**src/hdl/bridge_cfg_pkg.sv**
```systemverilog
// Purpose: Shared constants and carriers for the configuration base block
// Assumes: Offsets are byte addresses inside configuration space
// Notes:   Both register ports and the window decoder use these names

package bridge_cfg_pkg;

	// ------------------------------------------------------------------
	// Register offsets
	// ------------------------------------------------------------------
	localparam logic [7:0] OFFSET_BASE_PRIMARY = 8'h10;
	localparam logic [7:0] OFFSET_BASE_SECONDARY = 8'h14;
	localparam logic [7:0] OFFSET_LATENCY_GRANT_INTERRUPT = 8'h3C;

	// ------------------------------------------------------------------
	// Field layout
	// ------------------------------------------------------------------
	localparam int BASE_LSB = 12;
	localparam int BASE_MSB = 31;
	localparam int BASE_WIDTH = 20;
	localparam int RESERVED_MSB = 11;
	localparam int RESERVED_LSB = 1;
	localparam int SPACE_BIT = 0;
	localparam int LANE_BITS = 8;
	localparam int BYTE_LANES = 4;
	localparam int FIRST_BASE_LANE = 1;
	localparam int INT_LINE_LANE = 0;
	localparam int WINDOW_COUNT = 2;
	localparam int WINDOW_PRIMARY = 0;
	localparam int WINDOW_SECONDARY = 1;

	// ------------------------------------------------------------------
	// Values and resets
	// ------------------------------------------------------------------
	localparam logic SPACE_MEMORY = 1'h0;
	localparam logic SPACE_IO = 1'h1;
	localparam logic [7:0] MAX_LATENCY_VALUE = 8'h00;
	localparam logic [7:0] MIN_GRANT_VALUE = 8'h03;
	localparam logic [7:0] INTERRUPT_PIN_VALUE = 8'h01;
	localparam logic [7:0] INTERRUPT_LINE_RESET = 8'h00;
	localparam logic [19:0] BASE_RESET = 20'h00000;
	localparam logic [3:0] ALL_LANES = 4'hF;
	localparam logic [31:0] READ_ZERO = 32'h00000000;

	// ------------------------------------------------------------------
	// Carriers
	// ------------------------------------------------------------------
	typedef struct packed {
		logic write;
		logic [7:0] offset;
		logic [3:0] byte_enable;
		logic [31:0] write_data;
	} reg_request_t;

	typedef struct packed {
		logic valid;
		logic is_io;
		logic [31:0] address;
	} target_access_t;

	typedef enum logic [1:0] {
		SERVE_IDLE = 2'b00,
		SERVE_CONFIG = 2'b01,
		SERVE_VME = 2'b10
	} serve_state_t;

endpackage : bridge_cfg_pkg

```
**src/hdl/window_match.sv**
```systemverilog
// Purpose: Decodes one register window against a target access
// Assumes: Access fields are synchronous to i_clock
// Notes:   Hit is registered, one cycle after the access is presented

`timescale 1ns/1ps
`default_nettype none

module window_match
	import bridge_cfg_pkg::*;
(
	// Clock and reset
	input wire logic i_clock,
	input wire logic i_resetn,
	// Window setup
	input wire logic [19:0] i_base,
	input wire logic i_space,
	input wire logic i_enabled,
	// Access
	input wire target_access_t i_access,
	// Result
	output logic o_hit
);

	// ------------------------------------------------------------------
	// Decode
	// ------------------------------------------------------------------
	// No placement limit in either space: any aligned base decodes
	wire base_equal = i_access.address[BASE_MSB:BASE_LSB] == i_base;
	wire space_equal = i_access.is_io == i_space;
	wire next_hit = i_access.valid && i_enabled && space_equal && base_equal;

	always_ff @(posedge i_clock or negedge i_resetn)
	begin
		if (!i_resetn)
			o_hit <= 1'b0;
		else
			o_hit <= next_hit;
	end
endmodule : window_match

`default_nettype wire

```
**src/hdl/pci_config_base_regs.sv**
```systemverilog
// Purpose: Configuration base registers and the latency/interrupt register
// Assumes: Config and VME register requests are held until acknowledged
// Notes:   Config port wins when both ports request in the same cycle

`timescale 1ns/1ps
`default_nettype none

// Contract
// - Base field 31:12 writable, resets zero
// - Strap low: primary I/O, secondary memory
// - Strap high: primary memory, secondary I/O
// - Secondary space bit inverts primary space bit
// - Space bit read-only, writes ignored
// - Memory window accepts any aligned base
// - No window access before base written
// - Enabling write via config or VME
// - Maximum latency byte reads zero
// - Minimum grant byte reads three
// - Interrupt pin byte reads one
// - Interrupt line byte is plain storage
module pci_config_base_regs
	import bridge_cfg_pkg::*;
(
	// Clock and reset
	input wire logic i_clock,
	input wire logic i_resetn,
	// Power-up strap
	input wire logic i_power_up_addr_strap,
	// Configuration port
	input wire logic i_config_valid,
	input wire reg_request_t i_config_request,
	output logic o_config_ack,
	// VME register port
	input wire logic i_vme_valid,
	input wire reg_request_t i_vme_request,
	output logic o_vme_ack,
	// Shared read data
	output logic [31:0] o_read_data,
	// Window decode, space flag and interrupt line
	input wire target_access_t i_target_access,
	output logic [1:0] o_window_hit,
	output logic [1:0] o_window_enabled,
	output logic o_primary_is_io,
	output logic [7:0] o_interrupt_line
);

	// ------------------------------------------------------------------
	// State
	// ------------------------------------------------------------------
	serve_state_t serve;
	serve_state_t next_serve;
	logic strap_done;
	logic primary_space;
	logic [19:0] window_base [WINDOW_COUNT];
	logic window_enabled [WINDOW_COUNT];
	logic [1:0] window_space;
	wire [1:0] window_hit;
	logic [7:0] interrupt_line;

	// ------------------------------------------------------------------
	// Port arbitration
	// ------------------------------------------------------------------
	// A port is not retaken in its own ack cycle, so a held request
	// is served once; requests wait until the strap has been caught
	wire take_config = strap_done && i_config_valid && serve != SERVE_CONFIG;
	wire take_vme = strap_done && i_vme_valid && !take_config &&
		serve != SERVE_VME;
	wire take_any = take_config || take_vme;

	always_comb
	begin
		next_serve = SERVE_IDLE;
		if (take_config)
			next_serve = SERVE_CONFIG;
		else if (take_vme)
			next_serve = SERVE_VME;
	end

	always_ff @(posedge i_clock or negedge i_resetn)
	begin
		if (!i_resetn)
			serve <= SERVE_IDLE;
		else
			serve <= next_serve;
	end

	// ------------------------------------------------------------------
	// Selected request
	// ------------------------------------------------------------------
	wire reg_request_t selected = take_config ? i_config_request :
		i_vme_request;
	wire selected_write = selected.write;
	wire [31:0] selected_data = selected.write_data;
	wire [3:0] selected_lanes = selected.byte_enable;
	wire hit_primary = selected.offset == OFFSET_BASE_PRIMARY;
	wire hit_secondary = selected.offset == OFFSET_BASE_SECONDARY;
	wire hit_misc = selected.offset == OFFSET_LATENCY_GRANT_INTERRUPT;
	wire take_read = take_any && !selected_write;
	wire take_write = take_any && selected_write;
	wire [1:0] write_base = {take_write && hit_secondary,
		take_write && hit_primary};
	wire write_line = take_write && hit_misc &&
		selected_lanes[INT_LINE_LANE];

	// ------------------------------------------------------------------
	// Byte lane merge for a base field
	// ------------------------------------------------------------------
	function automatic logic [19:0] merge_base(
		input logic [19:0] old_base,
		input logic [31:0] data,
		input logic [3:0] lanes
	);
		logic [31:0] full;
		full = {old_base, READ_ZERO[BASE_LSB-1:0]};
		for (int lane = FIRST_BASE_LANE; lane < BYTE_LANES; lane++)
		begin
			if (lanes[lane])
				full[lane*LANE_BITS +: LANE_BITS] =
					data[lane*LANE_BITS +: LANE_BITS];
		end
		return full[BASE_MSB:BASE_LSB];
	endfunction : merge_base

	// ------------------------------------------------------------------
	// Strap capture
	// ------------------------------------------------------------------
	// Caught on the first edge after reset release, never under reset
	always_ff @(posedge i_clock or negedge i_resetn)
	begin
		if (!i_resetn)
			strap_done <= 1'b0;
		else
			strap_done <= 1'b1;
	end

	always_ff @(posedge i_clock or negedge i_resetn)
	begin
		if (!i_resetn)
			primary_space <= SPACE_MEMORY;
		else if (!strap_done)
			primary_space <= !i_power_up_addr_strap;
	end

	// Space bits follow the strap only; bus writes never reach them
	assign window_space = {!primary_space, primary_space};

	// ------------------------------------------------------------------
	// Base registers and window decoders
	// ------------------------------------------------------------------
	for (genvar w = 0; w < WINDOW_COUNT; w++)
	begin : g_window
		always_ff @(posedge i_clock or negedge i_resetn)
		begin
			if (!i_resetn)
				window_base[w] <= BASE_RESET;
			else if (write_base[w])
				window_base[w] <= merge_base(window_base[w],
					selected_data, selected_lanes);
		end

		// Any write opens the window, even with no lanes enabled
		always_ff @(posedge i_clock or negedge i_resetn)
		begin
			if (!i_resetn)
				window_enabled[w] <= 1'b0;
			else if (write_base[w])
				window_enabled[w] <= 1'b1;
		end

		window_match u_match (
			.i_clock(i_clock),
			.i_resetn(i_resetn),
			.i_base(window_base[w]),
			.i_space(window_space[w]),
			.i_enabled(window_enabled[w]),
			.i_access(i_target_access),
			.o_hit(window_hit[w])
		);
	end

	assign o_window_hit = window_hit;

	// ------------------------------------------------------------------
	// Interrupt line storage
	// ------------------------------------------------------------------
	// Plain storage for software; only read back through the read mux and driven out on o_interrupt_line
	always_ff @(posedge i_clock or negedge i_resetn)
	begin
		if (!i_resetn)
			interrupt_line <= INTERRUPT_LINE_RESET;
		else if (write_line)
			interrupt_line <= selected_data[LANE_BITS-1:0];
	end

	// ------------------------------------------------------------------
	// Read mux
	// ------------------------------------------------------------------
	wire [RESERVED_MSB:RESERVED_LSB] reserved_zero = '0;
	wire [31:0] primary_word = {window_base[WINDOW_PRIMARY], reserved_zero,
		window_space[WINDOW_PRIMARY]};
	wire [31:0] secondary_word = {window_base[WINDOW_SECONDARY],
		reserved_zero, window_space[WINDOW_SECONDARY]};
	wire [31:0] misc_word = {MAX_LATENCY_VALUE, MIN_GRANT_VALUE,
		INTERRUPT_PIN_VALUE, interrupt_line};
	wire [31:0] read_value = hit_primary ? primary_word :
		hit_secondary ? secondary_word :
		hit_misc ? misc_word : READ_ZERO;

	// ------------------------------------------------------------------
	// Answers
	// ------------------------------------------------------------------
	// Writes return zero data; unmapped offsets read zero and still ack
	always_ff @(posedge i_clock or negedge i_resetn)
	begin
		if (!i_resetn)
			o_read_data <= READ_ZERO;
		else if (take_any)
			o_read_data <= selected_write ? READ_ZERO : read_value;
	end

	always_ff @(posedge i_clock or negedge i_resetn)
	begin
		if (!i_resetn)
		begin
			o_config_ack <= 1'b0;
			o_vme_ack <= 1'b0;
		end
		else
		begin
			o_config_ack <= take_config;
			o_vme_ack <= take_vme;
		end
	end

	always_ff @(posedge i_clock or negedge i_resetn)
	begin
		if (!i_resetn)
		begin
			o_window_enabled <= 2'h0;
			o_primary_is_io <= SPACE_MEMORY;
			o_interrupt_line <= INTERRUPT_LINE_RESET;
		end
		else
		begin
			o_window_enabled <= {window_enabled[WINDOW_SECONDARY],
				window_enabled[WINDOW_PRIMARY]};
			o_primary_is_io <= primary_space;
			o_interrupt_line <= interrupt_line;
		end
	end
endmodule : pci_config_base_regs

`default_nettype wire

```
**config.mk**
```make
export PLATFORM = sky130hd
export DESIGN_NAME = pci_config_base_regs
export DESIGN_NICKNAME = d
export VERILOG_FILES = /design/src/hdl/bridge_cfg_pkg.sv /design/src/hdl/window_match.sv /design/src/hdl/pci_config_base_regs.sv
export SDC_FILE = /design/constraint.sdc
export NUM_CORES = 1
export LEC_CHECK = 0
export BUFFER_PORTS_ARGS = -buffer_cell sky130_fd_sc_hd__buf_2
export CAP_MARGIN = 5
export CELL_PAD_IN_SITES_DETAIL_PLACEMENT = 1
export CELL_PAD_IN_SITES_GLOBAL_PLACEMENT = 1
export CORE_ASPECT_RATIO = 2
export CORE_MARGIN = 2
export CORE_UTILIZATION = 38
export CTS_CLUSTER_DIAMETER = 40
export DETAILED_ROUTE_END_ITERATION = 8
export PLACE_DENSITY = 0.86
export SETUP_SLACK_MARGIN = 0.3
export SLEW_MARGIN = 0
export SYNTH_ARGS = -nofsm -noshare
export SYNTH_HDL_FRONTEND = slang
export SYNTH_SLANG_ARGS = --single-unit
```
**constraint.sdc**
```tcl
create_clock -name i_clock -period 2.6 [get_ports i_clock]
set_input_delay 0.13 -clock i_clock [delete_from_list [all_inputs] [get_ports i_clock]]
set_output_delay 0.13 -clock i_clock [all_outputs]
set_load 0.01 [all_outputs]
```
==> flow_results.org <==
** Logic synthesis
- Syn avg cell area :: between 10 and 15 µm²
- Count of flip-flops with a built-in enable after synthesis :: 0
- After synthesis, the most frequently instantiated cells are sky130_fd_sc_hd__nand2_1 (107), sky130_fd_sc_hd__dfrtp_1 (97), sky130_fd_sc_hd__mux2_2 (37).
- After synthesis, the largest area contributor takes up between 50% and 60% of total cell area.
- Number of unique standard cell types used by synthesis :: 48
- The synthesized design spends more area on one cell type than any other, namely sky130_fd_sc_hd__dfrtp_1.
- After synthesis, flip-flops and latches occupy roughly half of the total area.
- The synthesized design contains 97 register bits.
- After synthesis, the share of flip-flops with an asynchronous set or reset is 100%.
- The synthesized netlist occupies a cell area of 4850 µm².
- In the post-synthesis netlist, the cell with the most instances is sky130_fd_sc_hd__nand2_1.
- Top flip-flop cell by instance count after synthesis :: sky130_fd_sc_hd__dfrtp_1
- Cell types with the largest area share after synthesis :: sky130_fd_sc_hd__dfrtp_1 (50%), sky130_fd_sc_hd__mux2_2 (8.6%), sky130_fd_sc_hd__nand2_1 (8.3%)
- Synth warnings :: 0
- Post-synthesis instance total :: 450

** Power
- Total power for the finished layout comes to about 3.4 mW.
- For this design the static power due to leakage is 3.38 nW.
- IR analysis of the VDD net gives a maximum drop of ~0.35 mV.
- In this run the power density over the cells is 543 nW/µm².

** Critical path
- Data on the critical path arrives at its endpoint at 2.49 ns.
- The worst setup path is launched from a flop.
- Along the worst path, the maximum fanout reaches 8.
- Among all stages on the critical path, the largest delay is contributed by sky130_fd_sc_hd__or4b_4.
- CP endpoint kind :: flop
- Worst-path cell chain :: or2b_4, buf_12, nand3_4, o22a_4, or4b_4, mux2_4
- Class of the most critical setup path :: reg -> reg
- Req. time, crit path :: approximately 2.8 ns
- Max incr delay on CP :: 0.68 ns

** Clocking
- Clock tree synthesis found a total of between 90 and 100 sinks.
- Clock-pin slew was measured on the worst setup and hold paths at roughly 0.07 ns.
- At the later pin of the worst-skew pair, clock insertion delay measures between 0.3 and 0.4 ns.
- Clk root buf :: sky130_fd_sc_hd__clkbuf_16
- TritonCTS built the clock tree.
- The H-tree generated during clock tree synthesis spans 3 levels.
- In this run, CTS created clock tree buffers numbering 9.
- Max clock buf depth :: 2

** Detailed routing
- Detailed route wirelength on metal2 :: 9.07 mm
- Detailed Route Iter0 Violations :: 140
- Met3 routed wirelength :: approximately 530 µm
- Via Count :: around 4000
- Dividing the detail-routed via count by the number of cells gives between 5 and 6.
- After detailed routing, the average wire length per cell comes to 20.0 µm.
- For this block, wires on met1 add up to 5.25 mm.
- The detailed router used layers up to and including met4.
- DRT antenna net count :: 0
- The final layout contains routed wiring with a total length of between 15 and 20 mm.
- Remaining DRCs :: 0
- The first detailed-routing pass took 4 iterations.

** Placement
- Port buffering added 152 buffers.
- Global placer's final weighted congestion :: 0.892
- Setup WS pre-CTS :: about 0.12 ns
- In this run the cell area measured after placement is just under 6000 µm².
- Detailed placement finished with a half-perimeter wire length of 11.7 mm.

** Timing
- Minimum period implied by the final worst setup slack :: between 2 and 2.5 ns
- For the pin with the worst max-slew slack, the measured transition is about 0.78 ns.
- The final-report max-slew violation count is 0.
- Skew final :: 0.00787 ns
- The count of endpoints failing hold in the final timing report was 0.
- Derived from the worst setup path, the maximum achievable clock frequency is 441 MHz.
- Worst slew margin :: a little under half
- Setup repair after global routing missed its margin :: true
- Adding up every negative setup slack in the final design gives 0 ns.
- Of the available clock period, the critical path in the final layout requires between 80% and 90%.
- Setup violations remaining at the end of the flow were counted as 0.
- Setup WS post-layout :: ~0.33 ns

** Die
- Horizontal die dimension :: between 80 and 90 µm
- The core region is between 10000 and 15000 µm².
- Effective utilization at floorplan :: 38.8%
- In this run the count of I/O pins placed on the die edge is roughly 180.
- # rows :: 58
- Die extent in y :: between 150 and 200 µm
- The floorplan step defined a die boundary enclosing ~14000 µm².

** Global routing
- Remaining Overflow, GRT :: 0
- Global routing used 22.7% of the available tracks across all layers.
- Number of antenna violations at the first check in global routing :: 0
- The first global-routing pass estimated ~24 mm of wire.
- Number of global-route vias before repair :: approximately 4600
- Entering global routing, the biggest net connects just over 60 pins.

** Final layout
- In the final design database the tool counted 741 nets.
- In the final layout, the multi-input gates occupy around 2300 µm².
- Final design instance area without fill :: 6240 µm²
- The layout has around 1400 filler cells.
- Share of cells above drive strength 1 :: between 40% and 50%
- Layout overhead on the synthesized area :: 28.8%
- Area of all sequential standard cells :: 2430 µm²
- Antenna diode instance count :: 0

** Worst hold path
- The path class of the tightest hold or removal check is in -> reg.

** Outcome
- The flow ran to the end, and the final reports show no timing, DRC or antenna violations.

** Run
- Max-capacitance violation count :: 0
## cell usage in the layout (no fill, tap or decap), types with 4 or more instances in the layout
master,Yosys,layout
sky130_fd_sc_hd__clkbuf_16,0,9
sky130_fd_sc_hd__nor4_1,10,10
sky130_fd_sc_hd__a22o_1,8,8
sky130_fd_sc_hd__nand2_1,107,107
sky130_fd_sc_hd__buf_2,4,151
sky130_fd_sc_hd__xor2_1,28,28
sky130_fd_sc_hd__mux2i_1,24,22
sky130_fd_sc_hd__mux2_2,37,37
sky130_fd_sc_hd__nor2_1,6,6
sky130_fd_sc_hd__nand4_1,11,11
sky130_fd_sc_hd__buf_4,7,14
sky130_fd_sc_hd__xnor2_1,13,13
sky130_fd_sc_hd__mux2_4,8,8
sky130_fd_sc_hd__a21oi_1,6,6
sky130_fd_sc_hd__dfrtp_1,97,97
sky130_fd_sc_hd__nand3_1,4,4
sky130_fd_sc_hd__conb_1,2,4
sky130_fd_sc_hd__o21ai_0,22,21
## per-layer routing
layer	vias to the layer above	global-route usage, %
li1	1872	-
met1	2055	23.2
met2	113	45.3
met3	27	3.57
met4	0	8.28
met5	-	0
## final cells by class
class	count	area share [%]
multi-input cells	328	37.2
inverters	4	0.281
flip-flops and latches	97	38.9
repair buffers	172	15.5
well taps	150	3.01
clock buffers	11	3.89
clock inverters	4	1.24
## kinds of logic (layout without fill, tap and decap cells)
kind of cell,count (synthesis),after routing,share of synthesized area [%]
multiplexers,72,72,16.7
buffers and inverters,27,191,2.89
XOR/XNOR,41,41,7.41
AND/OR/NAND/NOR,159,159,15.5
AO/OA/AOI/OAI,52,52,7.23
other,2,4,0.155
flip-flops,97,97,50.1
## worst paths after layout
kind	cells after the start	endpoint	from	slack [ns]
setup / recovery	6	secondary_word[16]$_DFFE_PN0P_	serve[0]$_DFF_PN0_	0.33
hold / removal	3	g_window[1].u_match.o_hit$_DFF_PN0_	i_target_access[33]	0.05
setup reg to reg	6	secondary_word[16]$_DFFE_PN0P_	serve[0]$_DFF_PN0_	0.33
hold reg to reg	0	o_interrupt_line[0]$_DFF_PN0_	interrupt_line[0]$_DFFE_PN0P_	0.39
max in group asynchronous	3	primary_word[16]$_DFFE_PN0P_	i_resetn	1.50
min in group asynchronous	2	o_read_data[19]$_DFFE_PN0N_	i_resetn	0.40
## power breakdown
| group | switching (mW) | internal, mW |
|---|---|---|
| Combinational | 0.239 | 0.167 |
| Sequential | 0.0173 | 1.53 |
| Clock | 0.571 | 0.868 |
## worst max-delay path, delay by kind of cell (launching register included)
family	cells	cell delay, ns
buffers and inverters	1	0.12
AOI/OAI and AO/OA	1	0.24
muxes	1	0.35
DFF	1	0.40
and+or+nand+nor	3	1.03
## through the flow
step	hold slack [ns]	utilization, %	std cells
floorplan	-0.166	-	452
global placement	0.237	46.2	741
detailed placement	0.258	46.2	741
CTS	0.0400	49.6	763
global route	0.0409	50.0	766
finish	0.0453	50.0	766
## sequential cells by signal, indices dropped and copies added (netlist names)
name,count
o_read_data,29
interrupt_line,8
window_enabled,2
g_window.u_match.o_hit,2
o_interrupt_line,8
o_primary_is_io,1
strap_done,1
primary_space,1
o_vme_ack,1
serve,2
primary_word,20
secondary_word,20
o_window_enabled,2
## what timing repair did
| action | CTS | global route |
|---|---|---|
| pin swaps | 3 | 3 |
| hold endpoints to repair | 60 | 0 |
| buffers inserted | 5 | 3 |
| hold buffers | 2 | 0 |
| cloned | 0 | 0 |
| setup endpoints to repair | 44 | 53 |
| gates resized for setup | 10 | 5 |
Note: power is estimated with default switching activity, not from simulation.
